==> config.mk <==
export PLATFORM = sky130hd
export DESIGN_NAME = gated_quadrature_pulse_counter
export DESIGN_NICKNAME = d
export VERILOG_FILES = /design/src/common/gqpc_pkg.sv /design/src/design/gated_quadrature_pulse_counter.sv
export SDC_FILE = /design/constraint.sdc
export NUM_CORES = 1
export LEC_CHECK = 0
export BUFFER_PORTS_ARGS = -buffer_cell sky130_fd_sc_hd__buf_4
export CORE_UTILIZATION = 59
export DETAILED_ROUTE_END_ITERATION = 10
export GPL_TIMING_DRIVEN = 0
export PLACE_DENSITY = 0.8
export SYNTH_ARGS = -nofsm -noshare
export SYNTH_HDL_FRONTEND = slang
export SYNTH_SLANG_ARGS = --single-unit
==> constraint.sdc <==
create_clock -name i_clk -period 5.5 [get_ports i_clk]
set_input_delay 1.65 -clock i_clk [delete_from_list [all_inputs] [get_ports i_clk]]
set_output_delay 1.65 -clock i_clk [all_outputs]
set_load 0.01 [all_outputs]
==> src/common/gqpc_pkg.sv <==
// Package with constants and types of the gated quadrature and pulse counter
package gqpc_pkg;

    localparam int COUNT_WIDTH = 28;
    localparam int ADDR_W = 8;
    localparam int DATA_W = 32;
    localparam int CTRL_W = 9;
    localparam int STAT_W = 2;
    localparam int SYNC_N = 3;

    // Register offsets
    localparam logic [7:0] OFS_CTRL = 8'h00;
    localparam logic [7:0] OFS_PRESET = 8'h04;
    localparam logic [7:0] OFS_VALUE = 8'h08;
    localparam logic [7:0] OFS_STATUS = 8'h0c;
    localparam logic [7:0] OFS_CLEAR = 8'h10;
    localparam logic [7:0] OFS_IRQ_EN = 8'h14;
    localparam logic [7:0] OFS_RUN = 8'h18;

    // Status bit positions
    localparam int ST_OVF_BIT = 0;
    localparam int ST_UNF_BIT = 1;

    // Counting modes
    localparam logic [1:0] MODE_PULSE_DIR = 2'h0;
    localparam logic [1:0] MODE_QUADRATURE_SINGLE_RATE = 2'h1;
    localparam logic [1:0] MODE_QUADRATURE_DOUBLE_RATE = 2'h2;
    localparam logic [1:0] MODE_QUADRATURE_QUAD_RATE = 2'h3;

    // Gate modes
    localparam logic [1:0] GATE_OFF = 2'h0;
    localparam logic [1:0] GATE_LEVEL = 2'h1;
    localparam logic [1:0] GATE_EDGE = 2'h2;

    typedef struct packed {
        logic retrig;
        logic gate_low;
        logic [1:0] gate_mode;
        logic repeat_en;
        logic reload_en;
        logic [1:0] count_mode;
        logic enable;
    } ctrl_s;

    typedef enum logic [2:0] {
        ST_IDLE = 3'b001,
        ST_RUN = 3'b010,
        ST_HALT = 3'b100
    } run_state_e;

    // Values after reset
    localparam logic [CTRL_W-1:0] CTRL_RST = 9'h000;
    localparam logic [DATA_W-1:0] PRESET_RST = 32'h0000_0000;
    localparam logic [STAT_W-1:0] STAT_RST = 2'h0;

endpackage

==> src/design/gated_quadrature_pulse_counter.sv <==
// One gated quadrature and pulse-direction counter channel with register port
`timescale 1ns/1ps

module gated_quadrature_pulse_counter
    import gqpc_pkg::*;
#(
    parameter int CNT_W = COUNT_WIDTH
) (
    input wire logic i_clk,
    input wire logic i_rst,
    input wire logic i_ce,
    input wire logic [ADDR_W-1:0] i_addr,
    input wire logic [DATA_W-1:0] i_wdata,
    input wire logic i_wr,
    input wire logic i_rd,
    input wire logic i_count_input_a,
    input wire logic i_count_input_b,
    input wire logic i_gate_input,
    output logic [DATA_W-1:0] o_rdata,
    output logic o_irq
);

    ////////////////////////////////////////////////////////////////////////////
    // Parameter check

    generate
        if (CNT_W < 2 || CNT_W > DATA_W) begin : g_bad_width
            $error("CNT_W out of range");
        end
    endgenerate

    localparam logic [CNT_W-1:0] CNT_MAX = {CNT_W{1'b1}};
    localparam logic [CNT_W-1:0] CNT_MIN = '0;

    // Step decode: returns {valid, up}
    function automatic logic [1:0] step_decode(
        input logic [1:0] mode,
        input logic a_old,
        input logic b_old,
        input logic a_new,
        input logic b_new
    );
        logic a_chg;
        logic b_chg;
        a_chg = a_old ^ a_new;
        b_chg = b_old ^ b_new;
        step_decode = 2'h0;
        case (mode)
            MODE_PULSE_DIR: begin
                step_decode = {a_chg & a_new, b_new};
            end
            MODE_QUADRATURE_SINGLE_RATE: begin
                step_decode = {a_chg & a_new, ~b_new};
            end
            MODE_QUADRATURE_DOUBLE_RATE: begin
                step_decode = {a_chg, a_new ^ b_new};
            end
            MODE_QUADRATURE_QUAD_RATE: begin
                if (a_chg) begin
                    step_decode = {1'b1, a_new ^ b_new};
                end else if (b_chg) begin
                    step_decode = {1'b1, ~(a_new ^ b_new)};
                end
            end
            default: begin
                step_decode = 2'h0;
            end
        endcase
    endfunction

    ////////////////////////////////////////////////////////////////////////////
    // Input synchronisers and agreement filter

    logic [SYNC_N-1:0] pin_in;
    logic [SYNC_N-1:0] s1_reg, s1_next;
    logic [SYNC_N-1:0] s2_reg, s2_next;
    logic [SYNC_N-1:0] s3_reg, s3_next;
    logic [SYNC_N-1:0] filt_reg, filt_next;

    assign pin_in = {i_gate_input, i_count_input_b, i_count_input_a};

    always_comb begin
        s1_next = pin_in;
        s2_next = s1_reg;
        s3_next = s2_reg;
        for (int i = 0; i < SYNC_N; i++) begin
            filt_next[i] = (s2_reg[i] == s3_reg[i]) ? s3_reg[i] : filt_reg[i];
        end
    end

    always_ff @(posedge i_clk) begin
        if (i_rst) begin
            s1_reg <= '0;
            s2_reg <= '0;
            s3_reg <= '0;
            filt_reg <= '0;
        end else if (i_ce) begin
            s1_reg <= s1_next;
            s2_reg <= s2_next;
            s3_reg <= s3_next;
            filt_reg <= filt_next;
        end
    end

    ////////////////////////////////////////////////////////////////////////////
    // Registers written by software

    ctrl_s ctrl_reg, ctrl_next;
    logic [CNT_W-1:0] preset_reg, preset_next;
    logic [STAT_W-1:0] irq_en_reg, irq_en_next;
    logic [STAT_W-1:0] clr_pulse;

    always_comb begin
        ctrl_next = ctrl_reg;
        preset_next = preset_reg;
        irq_en_next = irq_en_reg;
        clr_pulse = '0;
        if (i_wr) begin
            case (i_addr)
                OFS_CTRL: ctrl_next = ctrl_s'(i_wdata[CTRL_W-1:0]);
                OFS_PRESET: preset_next = i_wdata[CNT_W-1:0];
                OFS_IRQ_EN: irq_en_next = i_wdata[STAT_W-1:0];
                OFS_CLEAR: clr_pulse = i_wdata[STAT_W-1:0];
                default: begin
                end
            endcase
        end
    end

    always_ff @(posedge i_clk) begin
        if (i_rst) begin
            ctrl_reg <= ctrl_s'(CTRL_RST);
            preset_reg <= PRESET_RST[CNT_W-1:0];
            irq_en_reg <= STAT_RST;
        end else if (i_ce) begin
            ctrl_reg <= ctrl_next;
            preset_reg <= preset_next;
            irq_en_reg <= irq_en_next;
        end
    end

    ////////////////////////////////////////////////////////////////////////////
    // Gate

    logic gate_lvl;
    logic gate_edge;
    logic gate_open;
    logic gate_seen_reg, gate_seen_next;
    logic gate_done_reg, gate_done_next;
    logic started_reg, started_next;

    always_comb begin
        gate_lvl = filt_next[2] ^ ctrl_reg.gate_low;
        gate_edge = (filt_next[2] ^ filt_reg[2]) & gate_lvl;
        gate_seen_next = gate_seen_reg | gate_lvl;
        gate_done_next = gate_done_reg | (gate_seen_reg & ~gate_lvl);
        started_next = started_reg | gate_edge;
        if (!ctrl_reg.enable) begin
            gate_seen_next = 1'b0;
            gate_done_next = 1'b0;
            started_next = 1'b0;
        end
        case (ctrl_reg.gate_mode)
            GATE_OFF: gate_open = 1'b1;
            GATE_LEVEL: begin
                // One run only unless retriggerable
                gate_open = gate_lvl & (ctrl_reg.retrig | ~gate_done_reg);
            end
            GATE_EDGE: gate_open = started_reg;
            default: gate_open = 1'b0;
        endcase
    end

    always_ff @(posedge i_clk) begin
        if (i_rst) begin
            gate_seen_reg <= 1'b0;
            gate_done_reg <= 1'b0;
            started_reg <= 1'b0;
        end else if (i_ce) begin
            gate_seen_reg <= gate_seen_next;
            gate_done_reg <= gate_done_next;
            started_reg <= started_next;
        end
    end

    ////////////////////////////////////////////////////////////////////////////
    // Counter

    run_state_e state_reg, state_next;
    logic [CNT_W-1:0] count_reg, count_next;
    logic [1:0] step;
    logic ovf_evt;
    logic unf_evt;

    always_comb begin
        state_next = state_reg;
        count_next = count_reg;
        ovf_evt = 1'b0;
        unf_evt = 1'b0;
        step = step_decode(ctrl_reg.count_mode, filt_reg[0], filt_reg[1],
                           filt_next[0], filt_next[1]);
        case (state_reg)
            ST_IDLE: begin
                if (ctrl_reg.enable) begin
                    count_next = preset_reg;
                    state_next = ST_RUN;
                end
            end
            ST_RUN: begin
                if (!ctrl_reg.enable) begin
                    state_next = ST_IDLE;
                end else if (step[1] && gate_open) begin
                    if (step[0] && count_reg == CNT_MAX) begin
                        ovf_evt = 1'b1;
                        count_next = ctrl_reg.reload_en ? preset_reg : CNT_MAX;
                        if (!ctrl_reg.repeat_en) begin
                            state_next = ST_HALT;
                        end
                    end else if (!step[0] && count_reg == CNT_MIN) begin
                        unf_evt = 1'b1;
                        count_next = ctrl_reg.reload_en ? preset_reg : CNT_MIN;
                        if (!ctrl_reg.repeat_en) begin
                            state_next = ST_HALT;
                        end
                    end else if (step[0]) begin
                        count_next = count_reg + 1'b1;
                    end else begin
                        count_next = count_reg - 1'b1;
                    end
                end
            end
            ST_HALT: begin
                if (!ctrl_reg.enable) begin
                    state_next = ST_IDLE;
                end
            end
            default: begin
                state_next = ST_IDLE;
            end
        endcase
    end

    always_ff @(posedge i_clk) begin
        if (i_rst) begin
            state_reg <= ST_IDLE;
            count_reg <= '0;
        end else if (i_ce) begin
            state_reg <= state_next;
            count_reg <= count_next;
        end
    end

    ////////////////////////////////////////////////////////////////////////////
    // Status, interrupt and read data

    logic [STAT_W-1:0] status_reg, status_next;
    logic irq_next;
    logic [DATA_W-1:0] rdata_next;
    logic [STAT_W-1:0] evt;

    always_comb begin
        evt = '0;
        evt[ST_OVF_BIT] = ovf_evt;
        evt[ST_UNF_BIT] = unf_evt;
        // A new event beats a clear in the same cycle
        status_next = (status_reg & ~clr_pulse) | evt;
        irq_next = |(status_next & irq_en_next);
        rdata_next = '0;
        if (i_rd) begin
            case (i_addr)
                OFS_CTRL: rdata_next[CTRL_W-1:0] = ctrl_reg;
                OFS_PRESET: rdata_next[CNT_W-1:0] = preset_reg;
                OFS_VALUE: rdata_next[CNT_W-1:0] = count_reg;
                OFS_STATUS: rdata_next[STAT_W-1:0] = status_reg;
                OFS_IRQ_EN: rdata_next[STAT_W-1:0] = irq_en_reg;
                OFS_RUN: rdata_next[2:0] = {gate_open, state_reg == ST_HALT,
                                            state_reg == ST_RUN};
                default: rdata_next = '0;
            endcase
        end
    end

    always_ff @(posedge i_clk) begin
        if (i_rst) begin
            status_reg <= STAT_RST;
            o_irq <= 1'b0;
            o_rdata <= '0;
        end else if (i_ce) begin
            status_reg <= status_next;
            o_irq <= irq_next;
            o_rdata <= rdata_next;
        end
    end

endmodule

==> results of run 1 <==
[cell families after synthesis]
logic type / after synthesis / synth area share (%)
AOI/OAI and AO/OA: 298 / 28.5
muxes: 28 / 3.99
xor gates and xnor gates: 21 / 2.57
adders and majority gates: 31 / 5.46
DFF: 116 / 32.5
other: 1 / 0.0525
buffers and inverters: 89 / 5.41
and+or+nand+nor: 327 / 21.5
[cell usage in the layout (no fill, tap or decap), drive strengths merged, types with 4 or more instances in the layout]
cell type / n
ha: 27
dfxtp: 116
a22oi: 41
buf: 92
o31ai: 6
a21oi: 80
and2: 7
nor2b: 7
xnor2: 15
inv: 27
nor4: 16
conb: 4
a211oi: 16
a2111oi: 5
clkinv: 5
nor3: 12
nor2: 107
and3: 8
a22o: 20
o211ai: 9
a21o: 12
xor2: 6
bufinv: 4
nand3: 20
o221ai: 4
o21a: 6
or3: 14
clkbuf: 62
o22ai: 6
a31oi: 11
o21ai: 45
a32oi: 4
mux2i: 27
nand2b: 13
nand2: 100
nand4: 12
[through the flow]
stage	worst slack, ns	instance area (sq um)
after floorplan	1.13	7160
after global placement	-0.108	7860
after detailed placement	0.422	7870
after CTS	0.358	8490
after global routing	0.0936	8490
final	0.327	8490
[per-layer routing]
metal / global-route usage [%] / wire length, um
met4: 17.1 / 765
met2: 57.6 / 10200
met1: 49.3 / 9350
met3: 8.96 / 2450
met5: 0 / 0
[how the worst min path moves through the flow]
stage / from / end / slack, ns
2_1_floorplan: gate_done_reg$_SDFFE_PP0P_ / gate_done_reg$_SDFFE_PP0P_ / 0.44
3_5_place_dp: gate_seen_reg$_SDFFE_PP0P_ / gate_seen_reg$_SDFFE_PP0P_ / 0.46
3_3_place_gp: o_rdata[2]$_SDFFE_PP0P_ / o_rdata[2]$_SDFFE_PP0P_ / 0.45
5_1_grt: o_rdata[2]$_SDFFE_PP0P_ / o_rdata[2]$_SDFFE_PP0P_ / 0.48
6_report: o_rdata[2]$_SDFFE_PP0P_ / o_rdata[2]$_SDFFE_PP0P_ / 0.46
4_1_cts: o_rdata[2]$_SDFFE_PP0P_ / o_rdata[2]$_SDFFE_PP0P_ / 0.47
[final cells by class]
type,instances,share of cell area [%]
multi-input combinational,709,52.4
timing repair buffer,70,6.19
buffer,62,3.37
clock inverter,10,1.80
sequential,116,27.3
inverter,27,1.19
clock buffer,22,5.58
tap,143,2.11
[power by group through the flow]
stage | clock network, mW | registers, mW | logic, mW
after floorplan | 0 | 0.865 | 0.0493
after CTS | 1.19 | 0.848 | 0.0975
after global placement | 0 | 0.866 | 0.0963
after global routing | 1.24 | 0.848 | 0.106
after detailed placement | 0 | 0.866 | 0.0969
final | 1.19 | 0.848 | 0.0999
[critical path, stage by stage (launching register included)]
cell	delay [ns]
sky130_fd_sc_hd__dfxtp_1	0.33
sky130_fd_sc_hd__maj3_2	0.37
sky130_fd_sc_hd__ha_1	0.37
sky130_fd_sc_hd__nor2b_1	0.08
sky130_fd_sc_hd__a21oi_1	0.20
sky130_fd_sc_hd__and3_1	0.18
sky130_fd_sc_hd__clkbuf_2	0.62
sky130_fd_sc_hd__ha_1	0.38
sky130_fd_sc_hd__a211oi_1	0.25
sky130_fd_sc_hd__o21ai_0	0.27
sky130_fd_sc_hd__o21ai_0	0.48
sky130_fd_sc_hd__nand3_1	0.21
sky130_fd_sc_hd__a31oi_1	0.56
sky130_fd_sc_hd__o41ai_1	0.21
sky130_fd_sc_hd__or4_1	0.43
sky130_fd_sc_hd__a21oi_1	0.15
==> results.toml, run 1 <==
[pwr]
leakagePower_nw = 3.34
clkPwrFrac_pct = 55.7
p_sw_share_pct = 21.8
internal_power_mw = 1.67
p_sw_uw = 467
power_per_cell_area_nw_per_um2 = 252
power.combinational.fraction_pct = 4.7
share_seq_of_total_power_pct = 39.7
post-layout-total-power_mw = 2.14
ir_worst_vdd_uv = 290

[worst_setup_path]
cp.required_ns = 5.86
timing.reg2reg.setup_slack_ns = 0.33
timing.setup.critical_path_class = "reg -> reg"
critPathLaunchType = "register"
cp-endpoint = "count_reg[23]$_SDFFE_PP0P_"
critPathLaunch = "s2_reg[0]$_SDFFE_PP0P_"
critical_r2r_capture = "count_reg[23]$_SDFFE_PP0P_"
crit-reg2reg-launch = "s2_reg[0]$_SDFFE_PP0P_"
r2r_cells = 15
worstSetupEndpointType = "register"
timing.critical_path.arrival_ns = 5.53
critical_path_peak_fanout = 29

[grt]
grt_pass1_wl_mm = 36.3
groute.usage.overall_pct = 37.3
initial_antenna_violation_count = 0
via_count_of_the_first_global_routing_pass = 7007
grt.overflow.total = 0
largest_net_degree_at_the_start_of_global_routing = 30

[yosys]
synth.most_common_cell = "sky130_fd_sc_hd__dfxtp_1"
synth_top_cell_by_area = "sky130_fd_sc_hd__dfxtp_1"
synthArstFlopShare_pct = 0
synth.avg_cell_area_sq_um = 7.85
synthesis.area_sq_um = 7150
yosys_register_bits = 116
synthDistinctLibCells = 77
synth.top_cell.area_share_pct = 32.5
yosys-top-cells-count = "sky130_fd_sc_hd__dfxtp_1 (116), sky130_fd_sc_hd__nor2_1 (106), sky130_fd_sc_hd__nand2_1 (100)"
netlist_top_cells_area = "sky130_fd_sc_hd__dfxtp_1 (32%), sky130_fd_sc_hd__a21oi_1 (5.6%), sky130_fd_sc_hd__nor2_1 (5.6%)"
dominantRegCellSynth = "sky130_fd_sc_hd__dfxtp_1"
synth_sequential_area_ratio_pct = 32.5
yosysWarnings = 0
synth-edff-count = 0
synth_cells = 911

[timing]
timing.final.max_slew_violations = 0
timing.final.crit_period_ns = 5.17
hold_violations = 0
rsz0062_at_grt = "no"
worst-slew-pin-transition_ns = 0.965
holdWs_ns = 0.464
report.final.setup_viol = 0
timing.slew.headroom_pct = 35.1
timing.setup.tns_ns = 0
min_period_over_period_pct = 94.1
highest_clock_rate_mhz = 193
skew_ns = 0.00704

[drt]
wl_per_cell_um = 19.7
route.final.wire_length_mm = 22.8
route.detailed.vias_per_inst = 6.58
route.antenna.remaining_nets = 0
first_pass_iters = 8
drt_iter0_drc = 942
vias = 7623
route.detailed.drc = 4

[layout]
seq_area_sq_um = 2320
num-nets-final = 1079
multiInputGateArea_sq_um = 4450
final_instance_count_excl_fillers = 1159
final_util_pct = 73.1
filler_cell_count = 961
num_antenna_cells = 0
fraction_of_final_layout_cells_sized_beyond_drive_strength_1_pct = 13.7
area_growth_syn_to_layout_pct = 18.8

[place]
globalplace.congestion = 0.932
dpl.hpwl_mm = 16.1
place_inst = 1127
io_buffers = 70

[clock_network]
holdBufCountCts = 0
ctsRootBufferMaster = "sky130_fd_sc_hd__clkbuf_16"
htreeDepth = 4
cts_inserted_buffers = 17
worst_setup_hold_path_clk_slew_ns = 0.05
clock_latency_ns = 0.43
cts_sinks = 116
clock_tree_from_tritoncts = "built"
cts_post_setup_buffers_inserted = 0
max-clock-path-buffers = 2
cts-resized-gates = 0

[run_status]
outcome = "finished with violations"
failed_checks = "design-rule violations"

[floorplanning]
die_area_sq_um = 12600
floorplan.io_pins = 81
placeableCoreArea_sq_um = 11600
chipHeight_um = 112
starting_density_pct = 61.5
placement_rows = 39
die_x_um = 112

[min_path]
hold_path_class = "reg -> reg"
hold_path_depth = 2

[job]
maxCapViolCount = 0
Note: power is estimated with default switching activity, not from simulation.
==> run 2: changes to the inputs <==
--- a/config.mk
+++ b/config.mk
@@ -8,8 +8,10 @@
 export BUFFER_PORTS_ARGS = -buffer_cell sky130_fd_sc_hd__buf_4
 export CORE_UTILIZATION = 59
 export DETAILED_ROUTE_END_ITERATION = 10
+export GPL_ROUTABILITY_DRIVEN = 0
 export GPL_TIMING_DRIVEN = 0
 export PLACE_DENSITY = 0.8
+export SETUP_SLACK_MARGIN = 0.4
 export SYNTH_ARGS = -nofsm -noshare
 export SYNTH_HDL_FRONTEND = slang
 export SYNTH_SLANG_ARGS = --single-unit
==> run 2 against run 1 <==
  * The flow still finishes with violations (design-rule violations)
  * Fmax rose by 7.1%
  * Die area stayed put
  * Clock power shrank 3%
  * Final cell count did not move
  * Routed wire length is 1.0% lower
  * Non-clock buffer count is the same
  * Final area shrank 0.15%
  * First-iteration DRC count up 1.8%
  * Critical path type unchanged
  * Critical endpoint unchanged
==> results.toml, run 2 (synthesis gave the netlist of run 1 again) <==
[worst_setup_path]
timing.critical_path.arrival_ns = 5.19
critical_path_peak_fanout = 29
critPathLaunchType = "register"
critical-path-max-stage-delay_ns = 0.55
critPathSlowestCell = "sky130_fd_sc_hd__a31oi_1"
worst-path-buf-inv = 1
timing.setup.critical_path_class = "reg -> reg"
crit-reg2reg-launch = "s2_reg[0]$_SDFFE_PP0P_"
critical_r2r_capture = "count_reg[23]$_SDFFE_PP0P_"
timing.reg2reg.setup_slack_ns = 0.67
cp.required_ns = 5.86
critical_path.top_delay_family = "compound AO/OA/AOI/OAI gates"
crit_chain = "maj3_2, ha_1, nor2b_1, a21oi_1, and3_1, clkbuf_4, ha_1, a211oi_1, o21ai_0, o21ai_0, nand3_1, a31oi_1, o41ai_1, or4_1, a21oi_1"
r2r_cells = 15
worstSetupEndpointType = "register"

[clock_network]
cts_sinks = 116
clock_tree_from_tritoncts = "built"
htreeDepth = 4
holdBufCountCts = 0
cts_inserted_buffers = 17
clock_latency_ns = 0.43
worst_setup_hold_path_clk_slew_ns = 0.06
max-clock-path-buffers = 2
ctsRootBufferMaster = "sky130_fd_sc_hd__clkbuf_16"
cts_post_setup_buffers_inserted = 0

[drt]
wl_per_cell_um = 19.5
route.final.wire_length_mm = 22.6
first_pass_iters = 9
route.detailed.drc = 4
route.antenna.remaining_nets = 0
vias = 7623
route.detailed.vias_per_inst = 6.58
drt_iter0_drc = 959

[timing]
hold_violations = 0
timing.final.max_slew_violations = 0
rsz0062_at_grt = "no"
holdWs_ns = 0.467
timing.slew.headroom_pct = 36.2
post-route-worst-setup-slack_ns = 0.670
skew_ns = 0.00746
highest_clock_rate_mhz = 207
report.final.setup_viol = 0
worst-slew-pin-transition_ns = 0.949
min_period_over_period_pct = 87.8
timing.final.crit_period_ns = 4.83

[floorplanning]
chipHeight_um = 112
floorplan.io_pins = 81
starting_density_pct = 61.5
placeableCoreArea_sq_um = 11600
die_x_um = 112
die_area_sq_um = 12600
placement_rows = 39

[layout]
most_common_cell_after_layout_fill_and_taps_aside = "sky130_fd_sc_hd__dfxtp_1"
num-nets-final = 1079
area_growth_syn_to_layout_pct = 18.6
commonest_cells_after_routing_fill_and_taps_aside = "sky130_fd_sc_hd__dfxtp_1 (116), sky130_fd_sc_hd__nor2_1 (106), sky130_fd_sc_hd__nand2_1 (100), sky130_fd_sc_hd__a21oi_1 (80), sky130_fd_sc_hd__buf_4 (75)"
fraction_of_final_layout_cells_sized_beyond_drive_strength_1_pct = 13.8
filler_cell_count = 960
post-route-cell-area_sq_um = 8480
num_antenna_cells = 0

[grt]
initial_antenna_violation_count = 0
groute.usage.overall_pct = 36.7
via_count_of_the_first_global_routing_pass = 6962
grt.overflow.total = 0
grt_pass1_wl_mm = 35.8
largest_net_degree_at_the_start_of_global_routing = 30

[min_path]
hold_path_end = "gate_seen_reg$_SDFFE_PP0P_"
timing.hold.worst.start = "gate_seen_reg$_SDFFE_PP0P_"
hold_path_depth = 2
hold_path_class = "reg -> reg"

[place]
placedInstanceArea_sq_um = 7870
dp_slack_ns = 0.515
dpl.hpwl_mm = 16.1
io_buffers = 70

[job]
maxCapViolCount = 0

[run_status]
outcome = "finished with violations"
failed_checks = "design-rule violations"

[pwr]
power_per_cell_area_nw_per_um2 = 248
leakagePower_nw = 3.34
ir_worst_vdd_uv = 228
run 2: cell count changes in the layout (fill, tap and decap cells not counted), sizes merged:
cell / previous run / this run
clkinv: 5 / 6
bufinv: 4 / 3
run 2: cell type report:
| class | count | area, sq um | area share, % |
|---|---|---|---|
| Buffer | 62 | 289 | 3.41 |
| Multi-Input combinational cell | 709 | 4450 | 52.5 |
| Inverter | 27 | 101 | 1.20 |
| Clock buffer | 22 | 484 | 5.71 |
| Clock inverter | 10 | 128 | 1.51 |
| Timing Repair Buffer | 70 | 526 | 6.20 |
| Tap cell | 143 | 179 | 2.11 |
| Sequential cell | 116 | 2320 | 27.4 |
run 2: per-stage QoR:
stage	cells	power, mW	setup TNS (ns)	utilization (%)
after floorplan	914	0.915	0	-
after global placement	1127	0.962	-0.0807	67.7
after detailed placement	1127	0.963	0	67.7
after CTS	1159	2.10	0	73.0
after global routing	1159	2.15	0	73.0
final	1159	2.10	0	73.0
run 2: power by group:
group          switching (mW)  internal [mW]  leakage, nW  total, mW
Clock                   0.398          0.754        0.305       1.15
Sequential            0.00345          0.845        0.935      0.849
Combinational          0.0612         0.0385         2.10     0.0997
Total                   0.462           1.64         3.34       2.10
run 2: worst max path at each step:
stage / start / to / slack (ns) / depth (start not counted)
global route: s2_reg[0]$_SDFFE_PP0P_ / count_reg[26]$_SDFFE_PP0P_ / 0.48 / 16
finish: s2_reg[0]$_SDFFE_PP0P_ / count_reg[23]$_SDFFE_PP0P_ / 0.67 / 15
detailed placement: s2_reg[0]$_SDFFE_PP0P_ / count_reg[26]$_SDFFE_PP0P_ / 0.51 / 16
global placement: s2_reg[0]$_SDFFE_PP0P_ / count_reg[26]$_SDFFE_PP0P_ / -0.08 / 16
floorplan: s2_reg[0]$_SDFFE_PP0P_ / count_reg[20]$_SDFFE_PP0P_ / 1.13 / 16
CTS: s2_reg[0]$_SDFFE_PP0P_ / count_reg[26]$_SDFFE_PP0P_ / 0.57 / 16
run 2: what timing repair did:
item / in CTS / in global routing
cloned: 0 / 0
setup endpoints to repair: 1 / 5
pin swaps: 0 / 0
gates resized for setup: 1 / 2
run 2: routing by layer:
metal	global-route usage (%)	part of all wire [%]
met5	0	0
met4	15.9	3.9
met3	9.50	9.1
met2	57.6	45
met1	47.7	42
run 2: worst register-to-register path, stage by stage, from the launching register on:
cell and delay (ns):
sky130_fd_sc_hd__dfxtp_1 0.33, sky130_fd_sc_hd__maj3_2 0.37, sky130_fd_sc_hd__ha_1 0.37, sky130_fd_sc_hd__nor2b_1 0.08, sky130_fd_sc_hd__a21oi_1 0.20, sky130_fd_sc_hd__and3_1 0.17
sky130_fd_sc_hd__clkbuf_4 0.37, sky130_fd_sc_hd__ha_1 0.35, sky130_fd_sc_hd__a211oi_1 0.23, sky130_fd_sc_hd__o21ai_0 0.26, sky130_fd_sc_hd__o21ai_0 0.49, sky130_fd_sc_hd__nand3_1 0.21
sky130_fd_sc_hd__a31oi_1 0.55, sky130_fd_sc_hd__o41ai_1 0.21, sky130_fd_sc_hd__or4_1 0.43, sky130_fd_sc_hd__a21oi_1 0.15
